**src/mst_pkg.sv**
```systemverilog
package mst_pkg;
  // Operation selector codes
  typedef enum logic [4:0] {
    OP_NONE          = 5'h00,
    OP_SKIP_ZERO     = 5'h01,
    OP_SKIP_ZCOPY    = 5'h02,
    OP_SKIP_BIT_ZERO = 5'h03,
    OP_TBL_PAGED     = 5'h04,
    OP_TBL_LAST      = 5'h05,
    OP_TBL_PRE_PAGED = 5'h06,
    OP_TBL_PRE_LAST  = 5'h07,
    OP_XOR           = 5'h08,
    OP_XOR_IMM       = 5'h09,
    OP_ADD_CARRY     = 5'h0a,
    OP_ADD           = 5'h0b,
    OP_AND           = 5'h0c,
    OP_OR            = 5'h0d,
    OP_CLEAR         = 5'h0e,
    OP_CLEAR_BIT     = 5'h0f,
    OP_INVERT        = 5'h10,
    OP_DEC_ADJ       = 5'h11,
    OP_DEC           = 5'h12,
    OP_INC           = 5'h13,
    OP_MOVE_TO_ACC   = 5'h14,
    OP_MOVE_TO_MEM   = 5'h15
  } mst_op_e;

  typedef enum logic [1:0] {
    ST_EXEC  = 2'b01,
    ST_DUMMY = 2'b10
  } mst_state_e;

  localparam int unsigned DATA_W     = 8;
  localparam int unsigned ADDR_W     = 16;
  localparam int unsigned PROG_W     = 16;
  localparam logic [7:0]  ACC_RST    = 8'h00;
  localparam logic [7:0]  TBL_RST    = 8'h00;
  localparam logic [7:0]  LAST_PAGE  = 8'hff;
  localparam logic [3:0]  BCD_LIMIT  = 4'h9;
  localparam logic [3:0]  BCD_ADJ    = 4'h6;
  localparam logic [7:0]  ONE_BYTE   = 8'h01;
  localparam logic [7:0]  ZERO_BYTE  = 8'h00;
endpackage

```
**src/mst_core.sv**
```systemverilog
`timescale 1ns/1ps
`default_nettype none
module mst_core
  import mst_pkg::*;
(
  input  wire logic              core_clk_i,
  input  wire logic              rst_i,
  input  wire logic              issue_i,
  input  wire logic [4:0]        op_i,
  input  wire logic              to_acc_i,
  input  wire logic [2:0]        bit_sel_i,
  input  wire logic [7:0]        imm_i,
  input  wire logic [ADDR_W-1:0] mem_addr_i,
  input  wire logic [7:0]        mem_rdata_i,
  input  wire logic [PROG_W-1:0] prog_data_i,
  input  wire logic [7:0]        tbl_ptr_high_i,
  input  wire logic              tbl_ptr_high_we_i,
  input  wire logic [7:0]        tbl_ptr_low_i,
  input  wire logic              tbl_ptr_low_we_i,
  input  wire logic [7:0]        acc_i,
  input  wire logic              acc_we_i,
  input  wire logic [7:0]        last_page_i,
  output logic                   ready_o,
  output logic [ADDR_W-1:0]      mem_addr_o,
  output logic                   mem_re_o,
  output logic [ADDR_W-1:0]      prog_addr_o,
  output logic                   prog_re_o,
  output logic                   mem_we_o,
  output logic [ADDR_W-1:0]      mem_waddr_o,
  output logic [7:0]             mem_wdata_o,
  output logic [7:0]             acc_o,
  output logic [7:0]             table_pointer_low_o,
  output logic [7:0]             table_pointer_high_o,
  output logic [7:0]             table_high_latch_o,
  output logic                   zero_flag_o,
  output logic                   carry_flag_o,
  output logic                   half_carry_flag_o,
  output logic                   signed_range_flag_o,
  output logic                   signed_carry_flag_o,
  output logic                   skip_o,
  output logic                   dummy_o,
  output logic                   done_o
);

  // ****************************************************
  // Decode and operand selection
  // ****************************************************
  mst_op_e    op;
  mst_state_e state_q;
  mst_state_e state_d;
  logic [7:0] acc_q;
  logic [7:0] tbl_low_q;
  logic [7:0] tbl_high_q;
  logic [7:0] latch_q;
  logic       z_q;
  logic       c_q;
  logic       ac_q;
  logic       ov_q;
  logic       sc_q;
  logic [7:0] tbl_low_inc;
  logic [7:0] tbl_low_use;
  logic [7:0] add_b;
  logic       add_cin;
  logic [7:0] add_sum;
  logic       add_c;
  logic       add_h;
  logic       add_ov;
  logic [7:0] daa_add;
  logic [8:0] daa_sum;
  logic [7:0] res;
  logic       res_to_mem;
  logic       res_to_acc;
  logic       upd_z;
  logic       upd_arith;
  logic       upd_daa_c;
  logic       is_skip;
  logic       skip_cond;
  logic       is_table;
  logic       pre_inc;
  logic       exec;

  assign op      = mst_op_e'(op_i);
  assign ready_o = (state_q == ST_EXEC);
  assign exec    = issue_i && ready_o;

  // ****************************************************
  // Table pointer addressing
  // ****************************************************
  assign tbl_low_inc = tbl_low_q + ONE_BYTE;
  assign pre_inc     = (op == OP_TBL_PRE_PAGED) || (op == OP_TBL_PRE_LAST);
  assign tbl_low_use = pre_inc ? tbl_low_inc : tbl_low_q;
  assign is_table    = (op == OP_TBL_PAGED) || (op == OP_TBL_LAST) || pre_inc;

  always_comb begin
    prog_addr_o = {tbl_high_q, tbl_low_use};
    if ((op == OP_TBL_LAST) || (op == OP_TBL_PRE_LAST)) begin
      prog_addr_o = {last_page_i, tbl_low_use};
    end
  end
  assign prog_re_o  = exec && is_table;
  // Full-width address reaches every data memory section directly
  assign mem_addr_o = mem_addr_i;
  assign mem_re_o   = exec && !is_table && (op != OP_XOR_IMM) && (op != OP_NONE);

  // ****************************************************
  // Arithmetic
  // ****************************************************
  assign add_b   = mem_rdata_i;
  assign add_cin = (op == OP_ADD_CARRY) ? c_q : 1'b0;

  mst_adder u_adder (
    .a_i     (acc_q),
    .b_i     (add_b),
    .cin_i   (add_cin),
    .sum_o   (add_sum),
    .carry_o (add_c),
    .half_o  (add_h),
    .ovf_o   (add_ov)
  );

  always_comb begin
    daa_add = ZERO_BYTE;
    if ((acc_q[3:0] > BCD_LIMIT) || ac_q) begin
      daa_add[3:0] = BCD_ADJ;
    end
    if ((acc_q[7:4] > BCD_LIMIT) || c_q) begin
      daa_add[7:4] = BCD_ADJ;
    end
  end
  // Low nibble adjust can push the high nibble past nine, so sum in full
  assign daa_sum = {1'b0, acc_q} + {1'b0, daa_add};

  // ****************************************************
  // Result mux
  // ****************************************************
  always_comb begin
    res        = ZERO_BYTE;
    res_to_mem = 1'b0;
    res_to_acc = 1'b0;
    upd_z      = 1'b0;
    upd_arith  = 1'b0;
    upd_daa_c  = 1'b0;
    is_skip    = 1'b0;
    skip_cond  = 1'b0;
    case (op)
      OP_SKIP_ZERO: begin
        res        = mem_rdata_i;
        res_to_mem = 1'b1;
        is_skip    = 1'b1;
        skip_cond  = (mem_rdata_i == ZERO_BYTE);
      end
      OP_SKIP_ZCOPY: begin
        res        = mem_rdata_i;
        res_to_acc = 1'b1;
        is_skip    = 1'b1;
        skip_cond  = (mem_rdata_i == ZERO_BYTE);
      end
      OP_SKIP_BIT_ZERO: begin
        is_skip   = 1'b1;
        skip_cond = !mem_rdata_i[bit_sel_i];
      end
      OP_TBL_PAGED, OP_TBL_LAST, OP_TBL_PRE_PAGED, OP_TBL_PRE_LAST: begin
        res        = prog_data_i[7:0];
        res_to_mem = 1'b1;
      end
      OP_XOR: begin
        res        = acc_q ^ mem_rdata_i;
        res_to_mem = !to_acc_i;
        res_to_acc = to_acc_i;
        upd_z      = 1'b1;
      end
      OP_XOR_IMM: begin
        res        = acc_q ^ imm_i;
        res_to_acc = 1'b1;
        upd_z      = 1'b1;
      end
      OP_ADD_CARRY, OP_ADD: begin
        res        = add_sum;
        res_to_mem = !to_acc_i;
        res_to_acc = to_acc_i;
        upd_arith  = 1'b1;
      end
      OP_AND: begin
        res        = acc_q & mem_rdata_i;
        res_to_mem = !to_acc_i;
        res_to_acc = to_acc_i;
        upd_z      = 1'b1;
      end
      OP_OR: begin
        res        = acc_q | mem_rdata_i;
        res_to_mem = !to_acc_i;
        res_to_acc = to_acc_i;
        upd_z      = 1'b1;
      end
      OP_CLEAR: begin
        res        = ZERO_BYTE;
        res_to_mem = 1'b1;
      end
      OP_CLEAR_BIT: begin
        res            = mem_rdata_i;
        res[bit_sel_i] = 1'b0;
        res_to_mem     = 1'b1;
      end
      OP_INVERT: begin
        res        = ~mem_rdata_i;
        res_to_mem = !to_acc_i;
        res_to_acc = to_acc_i;
        upd_z      = 1'b1;
      end
      OP_DEC_ADJ: begin
        res        = daa_sum[7:0];
        res_to_mem = 1'b1;
        upd_daa_c  = 1'b1;
      end
      OP_DEC: begin
        res        = mem_rdata_i - ONE_BYTE;
        res_to_mem = !to_acc_i;
        res_to_acc = to_acc_i;
        upd_z      = 1'b1;
      end
      OP_INC: begin
        res        = mem_rdata_i + ONE_BYTE;
        res_to_mem = !to_acc_i;
        res_to_acc = to_acc_i;
        upd_z      = 1'b1;
      end
      OP_MOVE_TO_ACC: begin
        res        = mem_rdata_i;
        res_to_acc = 1'b1;
      end
      OP_MOVE_TO_MEM: begin
        res        = acc_q;
        res_to_mem = 1'b1;
      end
      default: begin
        res = ZERO_BYTE;
      end
    endcase
  end

  // ****************************************************
  // Sequencing
  // ****************************************************
  always_comb begin
    state_d = state_q;
    case (state_q)
      ST_EXEC: begin
        if (exec && is_skip && skip_cond) begin
          state_d = ST_DUMMY;
        end
      end
      ST_DUMMY: begin
        state_d = ST_EXEC;
      end
      default: begin
        state_d = ST_EXEC;
      end
    endcase
  end

  always_ff @(posedge core_clk_i) begin
    if (rst_i) begin
      state_q <= ST_EXEC;
    end else begin
      state_q <= state_d;
    end
  end

  always_ff @(posedge core_clk_i) begin
    if (rst_i) begin
      skip_o  <= 1'b0;
      dummy_o <= 1'b0;
      done_o  <= 1'b0;
    end else begin
      skip_o  <= exec && is_skip && skip_cond;
      dummy_o <= (state_q == ST_DUMMY);
      // Untaken skip retires at once, taken one on the same edge that raises dummy_o
      done_o  <= (exec && !(is_skip && skip_cond)) || (state_q == ST_DUMMY);
    end
  end

  // ****************************************************
  // Memory write port
  // ****************************************************
  always_ff @(posedge core_clk_i) begin
    if (rst_i) begin
      mem_we_o    <= 1'b0;
      mem_waddr_o <= '0;
      mem_wdata_o <= ZERO_BYTE;
    end else begin
      mem_we_o <= exec && res_to_mem;
      if (exec && res_to_mem) begin
        mem_waddr_o <= mem_addr_i;
        mem_wdata_o <= res;
      end
    end
  end

  // ****************************************************
  // Accumulator and table registers
  // ****************************************************
  always_ff @(posedge core_clk_i) begin
    if (rst_i) begin
      acc_q <= ACC_RST;
    end else if (exec && res_to_acc) begin
      acc_q <= res;
    end else if (acc_we_i) begin
      acc_q <= acc_i;
    end
  end

  always_ff @(posedge core_clk_i) begin
    if (rst_i) begin
      tbl_low_q <= TBL_RST;
    end else if (exec && pre_inc) begin
      tbl_low_q <= tbl_low_inc;
    end else if (tbl_ptr_low_we_i) begin
      tbl_low_q <= tbl_ptr_low_i;
    end
  end

  always_ff @(posedge core_clk_i) begin
    if (rst_i) begin
      tbl_high_q <= TBL_RST;
    end else if (tbl_ptr_high_we_i) begin
      tbl_high_q <= tbl_ptr_high_i;
    end
  end

  always_ff @(posedge core_clk_i) begin
    if (rst_i) begin
      latch_q <= TBL_RST;
    end else if (exec && is_table) begin
      latch_q <= prog_data_i[15:8];
    end
  end

  // ****************************************************
  // Status flags
  // ****************************************************
  always_ff @(posedge core_clk_i) begin
    if (rst_i) begin
      z_q  <= 1'b0;
      c_q  <= 1'b0;
      ac_q <= 1'b0;
      ov_q <= 1'b0;
      sc_q <= 1'b0;
    end else if (exec) begin
      if (upd_z || upd_arith) begin
        z_q <= (res == ZERO_BYTE);
      end
      if (upd_arith) begin
        c_q  <= add_c;
        ac_q <= add_h;
        ov_q <= add_ov;
        sc_q <= add_ov ^ add_c;
      end
      if (upd_daa_c) begin
        // Carry is only set here so a prior carry chains through
        c_q <= daa_sum[8] || c_q;
      end
    end
  end

  assign acc_o                = acc_q;
  assign table_pointer_low_o  = tbl_low_q;
  assign table_pointer_high_o = tbl_high_q;
  assign table_high_latch_o   = latch_q;
  assign zero_flag_o          = z_q;
  assign carry_flag_o         = c_q;
  assign half_carry_flag_o    = ac_q;
  assign signed_range_flag_o  = ov_q;
  assign signed_carry_flag_o  = sc_q;

endmodule
`default_nettype wire

```
**src/mst_adder.sv**
```systemverilog
`timescale 1ns/1ps
`default_nettype none
module mst_adder
  import mst_pkg::*;
(
  input  wire logic [7:0] a_i,
  input  wire logic [7:0] b_i,
  input  wire logic       cin_i,
  output logic      [7:0] sum_o,
  output logic            carry_o,
  output logic            half_o,
  output logic            ovf_o
);
  logic [4:0] low;
  logic [8:0] full;

  always_comb begin
    low     = {1'b0, a_i[3:0]} + {1'b0, b_i[3:0]} + {4'h0, cin_i};
    full    = {1'b0, a_i} + {1'b0, b_i} + {8'h00, cin_i};
    sum_o   = full[7:0];
    carry_o = full[8];
    half_o  = low[4];
    ovf_o   = (a_i[7] == b_i[7]) && (full[7] != a_i[7]);
  end
endmodule
`default_nettype wire

```
**config.mk**
```make
export PLATFORM = sky130hd
export DESIGN_NAME = mst_core
export DESIGN_NICKNAME = d
export VERILOG_FILES = /design/src/mst_pkg.sv /design/src/mst_core.sv /design/src/mst_adder.sv
export SDC_FILE = /design/constraint.sdc
export NUM_CORES = 1
export LEC_CHECK = 0
export BUFFER_PORTS_ARGS = -buffer_cell sky130_fd_sc_hd__buf_2
export CAP_MARGIN = 20
export CORE_UTILIZATION = 40
export DETAILED_ROUTE_END_ITERATION = 16
export HOLD_SLACK_MARGIN = 0.06
export PLACE_DENSITY = 0.73
export SETUP_SLACK_MARGIN = 0.15
export SYNTH_ARGS = -nofsm -noshare
export SYNTH_HDL_FRONTEND = slang
export SYNTH_SLANG_ARGS = --single-unit
```
**constraint.sdc**
```tcl
create_clock -name core_clk_i -period 3.71 [get_ports core_clk_i]
set_input_delay 0.742 -clock core_clk_i [delete_from_list [all_inputs] [get_ports core_clk_i]]
set_output_delay 0.742 -clock core_clk_i [all_outputs]
set_load 0.005 [all_outputs]
```
==> results of run 1 <==
-- Yosys cell counts (all sizes together) (3+ instances only) --
master,n
o21a,4
o211ai,4
a32oi,5
buf,30
a22oi,5
nand3,18
mux2,9
xor2,10
mux2i,49
a211oi,13
nand3b,5
or3,4
dfxtp,67
xnor2,21
a21oi,38
a21o,6
fa,4
nor2,83
o21ai,25
nand4,4
a221oi,5
and3,5
o32ai,3
nor3,21
a211o,3
o221ai,4
clkbuf,26
nor2b,15
and2,6
inv,30
ha,26
nor4,4
nand2,48
nor3b,3
nand2b,13
a31oi,7
o22ai,7
-- cell type report --
type | count | area [um^2] | share of cell area
Antenna cell | 1 | 2.50 | 0.000377
Clock buffer | 9 | 225 | 0.0339
Clock inverter | 7 | 83.8 | 0.0126
Inverter | 30 | 113 | 0.0170
Multi-Input combinational cell | 506 | 3520 | 0.530
Sequential cell | 67 | 1340 | 0.202
Tap cell | 172 | 215 | 0.0324
Timing Repair Buffer | 216 | 1140 | 0.171
-- placed cells by master, fill, tap and decap left out, types with 5 or more instances in the layout --
master / n
xor2_1: 10
ha_1: 26
a22oi_1: 5
buf_4: 22
o21ai_0: 25
mux2i_1: 49
nand2b_1: 10
a21o_1: 6
nand2_1: 48
nand3_1: 17
nor2b_1: 14
nor3_1: 20
inv_1: 28
a21oi_1: 37
a31oi_1: 7
mux2_2: 9
clkbuf_16: 9
and2_1: 5
xnor2_1: 21
a211oi_1: 13
dfxtp_1: 67
o22ai_1: 7
nor2_1: 81
buf_2: 194
-- state kept, by name, indices dropped and copies added (netlist names) --
signal / count
mem_we_o: 1
half_carry_flag_o: 1
skip_o: 1
state_q: 2
table_pointer_low_o: 8
carry_flag_o: 1
signed_carry_flag_o: 1
table_high_latch_o: 8
done_o: 1
table_pointer_high_o: 8
zero_flag_o: 1
signed_range_flag_o: 1
acc_o: 8
mem_wdata_o: 8
mem_waddr_o: 16
dummy_o: 1
-- logic make-up (layout without fill, tap and decap cells) --
kind of cell / Yosys count / in the layout / share of synthesized area
AND/OR/NAND/NOR: 238 / 238 / 0.229
multiplexers: 58 / 58 / 0.113
AO/OA/AOI/OAI: 149 / 149 / 0.193
buffers and inverters: 86 / 262 / 0.0808
adder cells (fa/ha/maj): 30 / 30 / 0.0772
XOR/XNOR: 31 / 31 / 0.0517
flip-flops: 67 / 67 / 0.256
other: 0 / 1 / 0
-- worst max path at each step --
stage                       end  slack [ns]
finish              zero_flag_o        0.42
global route        zero_flag_o        0.27
CTS                 zero_flag_o        0.42
detailed placement  zero_flag_o        0.11
global placement    zero_flag_o        0.18
floorplan           zero_flag_o        0.15
-- critical path: stages --
cell	delay, ns
buf_2	0.13
nor3b_4	0.21
and2_4	0.17
and3_4	0.19
fa_2	0.25
inv_2	0.05
fa_2	0.37
nand2b_4	0.16
a21oi_2	0.15
o32ai_1	0.08
or4_4	0.44
or2_0	0.24
nor4_1	0.18
a31o_1	0.19
-- routing by layer --
metal / track usage / vias to the layer above / share of wire / wire [um]
li1: - / 2679 / - / -
met1: 0.327 / 2563 / 0.44 / 7410
met2: 0.378 / 252 / 0.45 / 7560
met3: 0.0597 / 38 / 0.084 / 1420
met4: 0.0819 / 0 / 0.027 / 446
met5: 0 / - / 0 / 0
-- per-stage QoR --
step | setup slack (ns) | hold WS, ns
after floorplan | 0.154 | 0.430
after global placement | 0.181 | 0.440
after detailed placement | 0.106 | 0.443
after CTS | 0.422 | 0.451
after global routing | 0.274 | 0.471
final | 0.417 | 0.452
-- power by group --
group / total (W) / switching [W] / internal, W
registers: 0.000796 / 0.0000397 / 0.000756
logic: 0.000566 / 0.000313 / 0.000253
clock network: 0.000862 / 0.000330 / 0.000531
==> summary.txt, run 1 <==
Status = finished, final reports clean
Die height = 117 um
Starting DRC count in detailed routing = 457
Number of synthesized flops with an enable pin = 0
First drt pass iteration count = 5
Design Area, Final = 0.00663 mm^2
Area delta synth->final = 26.4%
Cell Rows = 41
R2R depth = 11
Setup violators final = 0
DRC = 0
IO Port Bufs = 194
GRT overflow = 0
Largest net degree at the start of global routing = 44
Clk_lat worst skew = 0.32 ns
Startpoint Class = input pin
Setup crit end kind = register
Max-cap viol count = 0
Synth top area share = 0.256
Core Box Area = 0.0127 mm^2
DRT Wirelength = 16,800 um
Number of distinct library cells after synthesis = 72
Wire per inst = 16.7 um
Vias = 5,532
First-pass GRT wire length = 25,200 um
Post-Syn Area per Cell = 7.96 um^2
TritonCTS buffer count = 9
Reg2Reg Capture Point = zero_flag_o
Top FF cell, synth = dfxtp_1
Sink Count = 67
Layout Cells excl Fill = 1,008
H-tree depth = 3
Vias in the first global route = 4,851
# fillers = 1,323
Post-Route Setup TNS = 0 ns
Register bit total from synthesis = 67
Post-Syn Area = 0.00525 mm^2
Slew of the pin with the lowest slew margin = 0.815 ns
CP max FO = 4
Final period util = 0.887
Syn Inst Count = 659
Hold path depth = 2
Worst reg2reg setup slack = 0.68 ns
Worst hold path class = register to register
Worst endpoint required time = 3.97 ns
Layout cells sized above 1 = 0.316
Placer Congestion = 0.919
Critical Path AT = 3.56 ns
Count of final hold-check violations = 0
Post-DP Area = 0.00632 mm^2
Min Tclk post-route = 3.29 ns
Hold EP = table_high_latch_o[1]
Via density = 5.49
IO Count = 195
RSZ-0062 raised after global routing = false
CTS Hold Bufs = 0
Crit path from = op_i[4]
CTS Buffer Depth = 2
Hold path start = table_high_latch_o[1]
Top post-synthesis cells by area = dfxtp_1, mux2i_1, ha_1, nor2_1, a21oi_1
Fin nets = 955
Post-synth top area cell = dfxtp_1
P_leak = 3.17 nW
Syn Nets = 784
Initial antenna violation count = 0
CTS tree = done
Pwr dens = 335 mW/mm^2
Worst Skew = 0.00455 ns
Fmax = 304 MHz
Post_cts resized = 0
Reg clk slew, reported paths = 0.06 ns
Setup CP Type = input pin to register
Die W = 117 um
Initial Util = 0.413
Tot Pwr = 0.00222 W
Relative slew slack = 0.457
Placed insts = 991
# Post-CTS Setup Buffers = 0
FFs w/ async S/R, synth = 0
Hpwl dp = 13,000 um
Sequential-to-total area share from yosys stat = 0.256
VDD IR max = 241 uV
Count of warnings emitted by yosys = 0
Gr usage total = 0.243
Util after Layout = 0.521
Reg-to-reg startpoint = acc_o[1]
Post-route ant nets = 0
Slew Viols, Final = 0
Die area = 0.0136 mm^2
Root Driver = clkbuf_16
Note: power is estimated with default switching activity, not from simulation.
==> inputs of run 2 (changes only) <==
--- a/config.mk
+++ b/config.mk
@@ -7,10 +7,14 @@
 export LEC_CHECK = 0
 export BUFFER_PORTS_ARGS = -buffer_cell sky130_fd_sc_hd__buf_2
 export CAP_MARGIN = 20
-export CORE_UTILIZATION = 40
+export CELL_PAD_IN_SITES_DETAIL_PLACEMENT = 1
+export CELL_PAD_IN_SITES_GLOBAL_PLACEMENT = 1
+export CORE_MARGIN = 5
+export CORE_UTILIZATION = 32
 export DETAILED_ROUTE_END_ITERATION = 16
 export HOLD_SLACK_MARGIN = 0.06
-export PLACE_DENSITY = 0.73
+export PLACE_DENSITY = 0.8
+export REMOVE_ABC_BUFFERS = 1
 export SETUP_SLACK_MARGIN = 0.15
 export SYNTH_ARGS = -nofsm -noshare
 export SYNTH_HDL_FRONTEND = slang
==> run 2 against run 1 <==
Wire length is 20% higher. First-iteration DRC count is 38% lower. Critical path depth stayed put. Hold slack worse by 0.0017 ns. Sequential power is 0.5% higher. Core utilization is 9.9 points lower. Worst setup slack worse by 0.11 ns. Via count is 2.0% higher. Fmax is 3.2% lower. Non-clock buffer count is 11 higher. Count of clock-buffer cells in the layout is 3 higher.
==> summary.txt, run 2 (synthesis results as in run 1) <==
Initial Util = 0.328
Switching share of power = 0.292
Vias = 5,644
R2R depth = 11
Hold path depth = 2
Storage cell area = 0.00134 mm^2
Setup crit end kind = register
Wire per inst = 19.1 um
First drt pass iteration count = 6
DRC = 0
Pwr dens = 343 mW/mm^2
Post-route ant nets = 0
H-tree depth = 3
Worst endpoint required time = 3.98 ns
VDD IR max = 193 uV
CP max FO = 3
Fin nets = 966
Layout cells sized above 1 = 0.317
Die area = 0.0191 mm^2
Worst Skew = 0.00778 ns
Antenna cells = 0
Max-cap viol count = 0
CTS tree = done
Hold path start = table_high_latch_o[2]
Worst hold path class = register to register
Place WS = -0.133 ns
Max reg flops = 16
Most frequent cells in the layout = buf_2, nor2_1, dfxtp_1
Slew Viols, Final = 0
RSZ-0062 raised after global routing = false
IO Port Bufs = 194
Count of final hold-check violations = 0
Cell Rows = 46
Hold slack = 0.451 ns
TritonCTS buffer count = 9
First-pass GRT wire length = 32,000 um
Reg2Reg Capture Point = mem_wdata_o[7]
IO Count = 195
Starting DRC count in detailed routing = 284
Reg power frac = 0.345
Relative slew slack = 0.572
P_int = 0.00164 W
P_leak = 3.23 nW
DRT Wirelength = 20,300 um
Gate power share = 0.255
Startpoint Class = input pin
Layout Cells excl Fill = 1,062
Util after Layout = 0.423
Die W = 138 um
Vias in the first global route = 5,855
Setup violators final = 0
Clock share of power = 0.400
Critical Path AT = 3.67 ns
Die height = 138 um
Root Driver = clkbuf_16
Top reg by flops = mem_waddr_o
Status = finished, final reports clean
Via density = 5.31
Hpwl dp = 16,000 um
Setup CP Type = input pin to register
Reg-to-reg startpoint = acc_o[1]
# fillers = 2,068
CTS Hold Bufs = 0
Most common cell after layout, fill and taps aside = buf_2
Gr usage total = 0.203
Sink Count = 67
Placer Congestion = 0.942
Final period util = 0.917
Post-DP Area = 0.00643 mm^2
Clk_lat worst skew = 0.32 ns
NetSw = 0.000676 W
Reg clk slew, reported paths = 0.06 ns
Area delta synth->final = 28.9%
Design Area, Final = 0.00677 mm^2
Slew of the pin with the lowest slew margin = 0.641 ns
Worst reg2reg setup slack = 0.65 ns
Fin worst setup slack = 0.308 ns
Hold EP = table_high_latch_o[2]
Post_cts resized = 0
Placed insts = 1,046
Fmax = 294 MHz
GRT overflow = 0
Min Tclk post-route = 3.40 ns
Largest net degree at the start of global routing = 38
Multi-input gate area = 0.00349 mm^2
# Post-CTS Setup Buffers = 0
CTS Buffer Depth = 2
Core Box Area = 0.0160 mm^2
Initial antenna violation count = 0
## run 2: final cells by class
class,count,area share
multi-input cells,506,0.516
flip-flops and latches,67,0.198
repair buffers,227,0.180
well taps,216,0.0399
clock buffers,12,0.0379
inverters,30,0.0166
clock inverters,4,0.0107
## run 2: metrics by stage
step                      total power (W)   TNS, ns
after global routing              0.00243         0
after detailed placement          0.00140    -0.133
after global placement            0.00138         0
final                             0.00232         0
after floorplan                   0.00110  -0.00954
after CTS                         0.00235         0
## run 2: worst max path at each step
stage                  from           to  slack [ns]  cells past startpoint
global placement    op_i[3]  zero_flag_o      0.0001                     14
finish              op_i[3]  zero_flag_o        0.31                     14
CTS                 op_i[3]  zero_flag_o        0.20                     14
detailed placement  op_i[3]  zero_flag_o       -0.13                     14
global route        op_i[3]  zero_flag_o        0.16                     14
floorplan           op_i[2]  zero_flag_o       -0.01                     13
## run 2: power groups by stage
stage               Combinational (W)  Sequential (W)  Clock (W)
detailed placement           0.000585        0.000814          0
floorplan                    0.000291        0.000809          0
global placement             0.000571        0.000813          0
CTS                          0.000589        0.000799   0.000958
finish                       0.000591        0.000800   0.000927
global route                 0.000645        0.000804   0.000985
## run 2: layer usage
layer,vias up,share of wire,GRT usage
met5,-,0,0
met4,0,0.016,0.0411
met3,29,0.054,0.0400
met2,214,0.48,0.351
met1,2706,0.45,0.263
li1,2695,-,-
## run 2: critical path, stage by stage
cell and delay, ns:
buf_2 0.14, nor3b_4 0.20, and2_1 0.18, and3_1 0.18
fa_1 0.20, inv_1 0.06, fa_1 0.37, nand2b_1 0.20
a21oi_2 0.16, o32ai_1 0.11, or4_4 0.54, or2_0 0.23
nor4_1 0.19, a31o_1 0.17
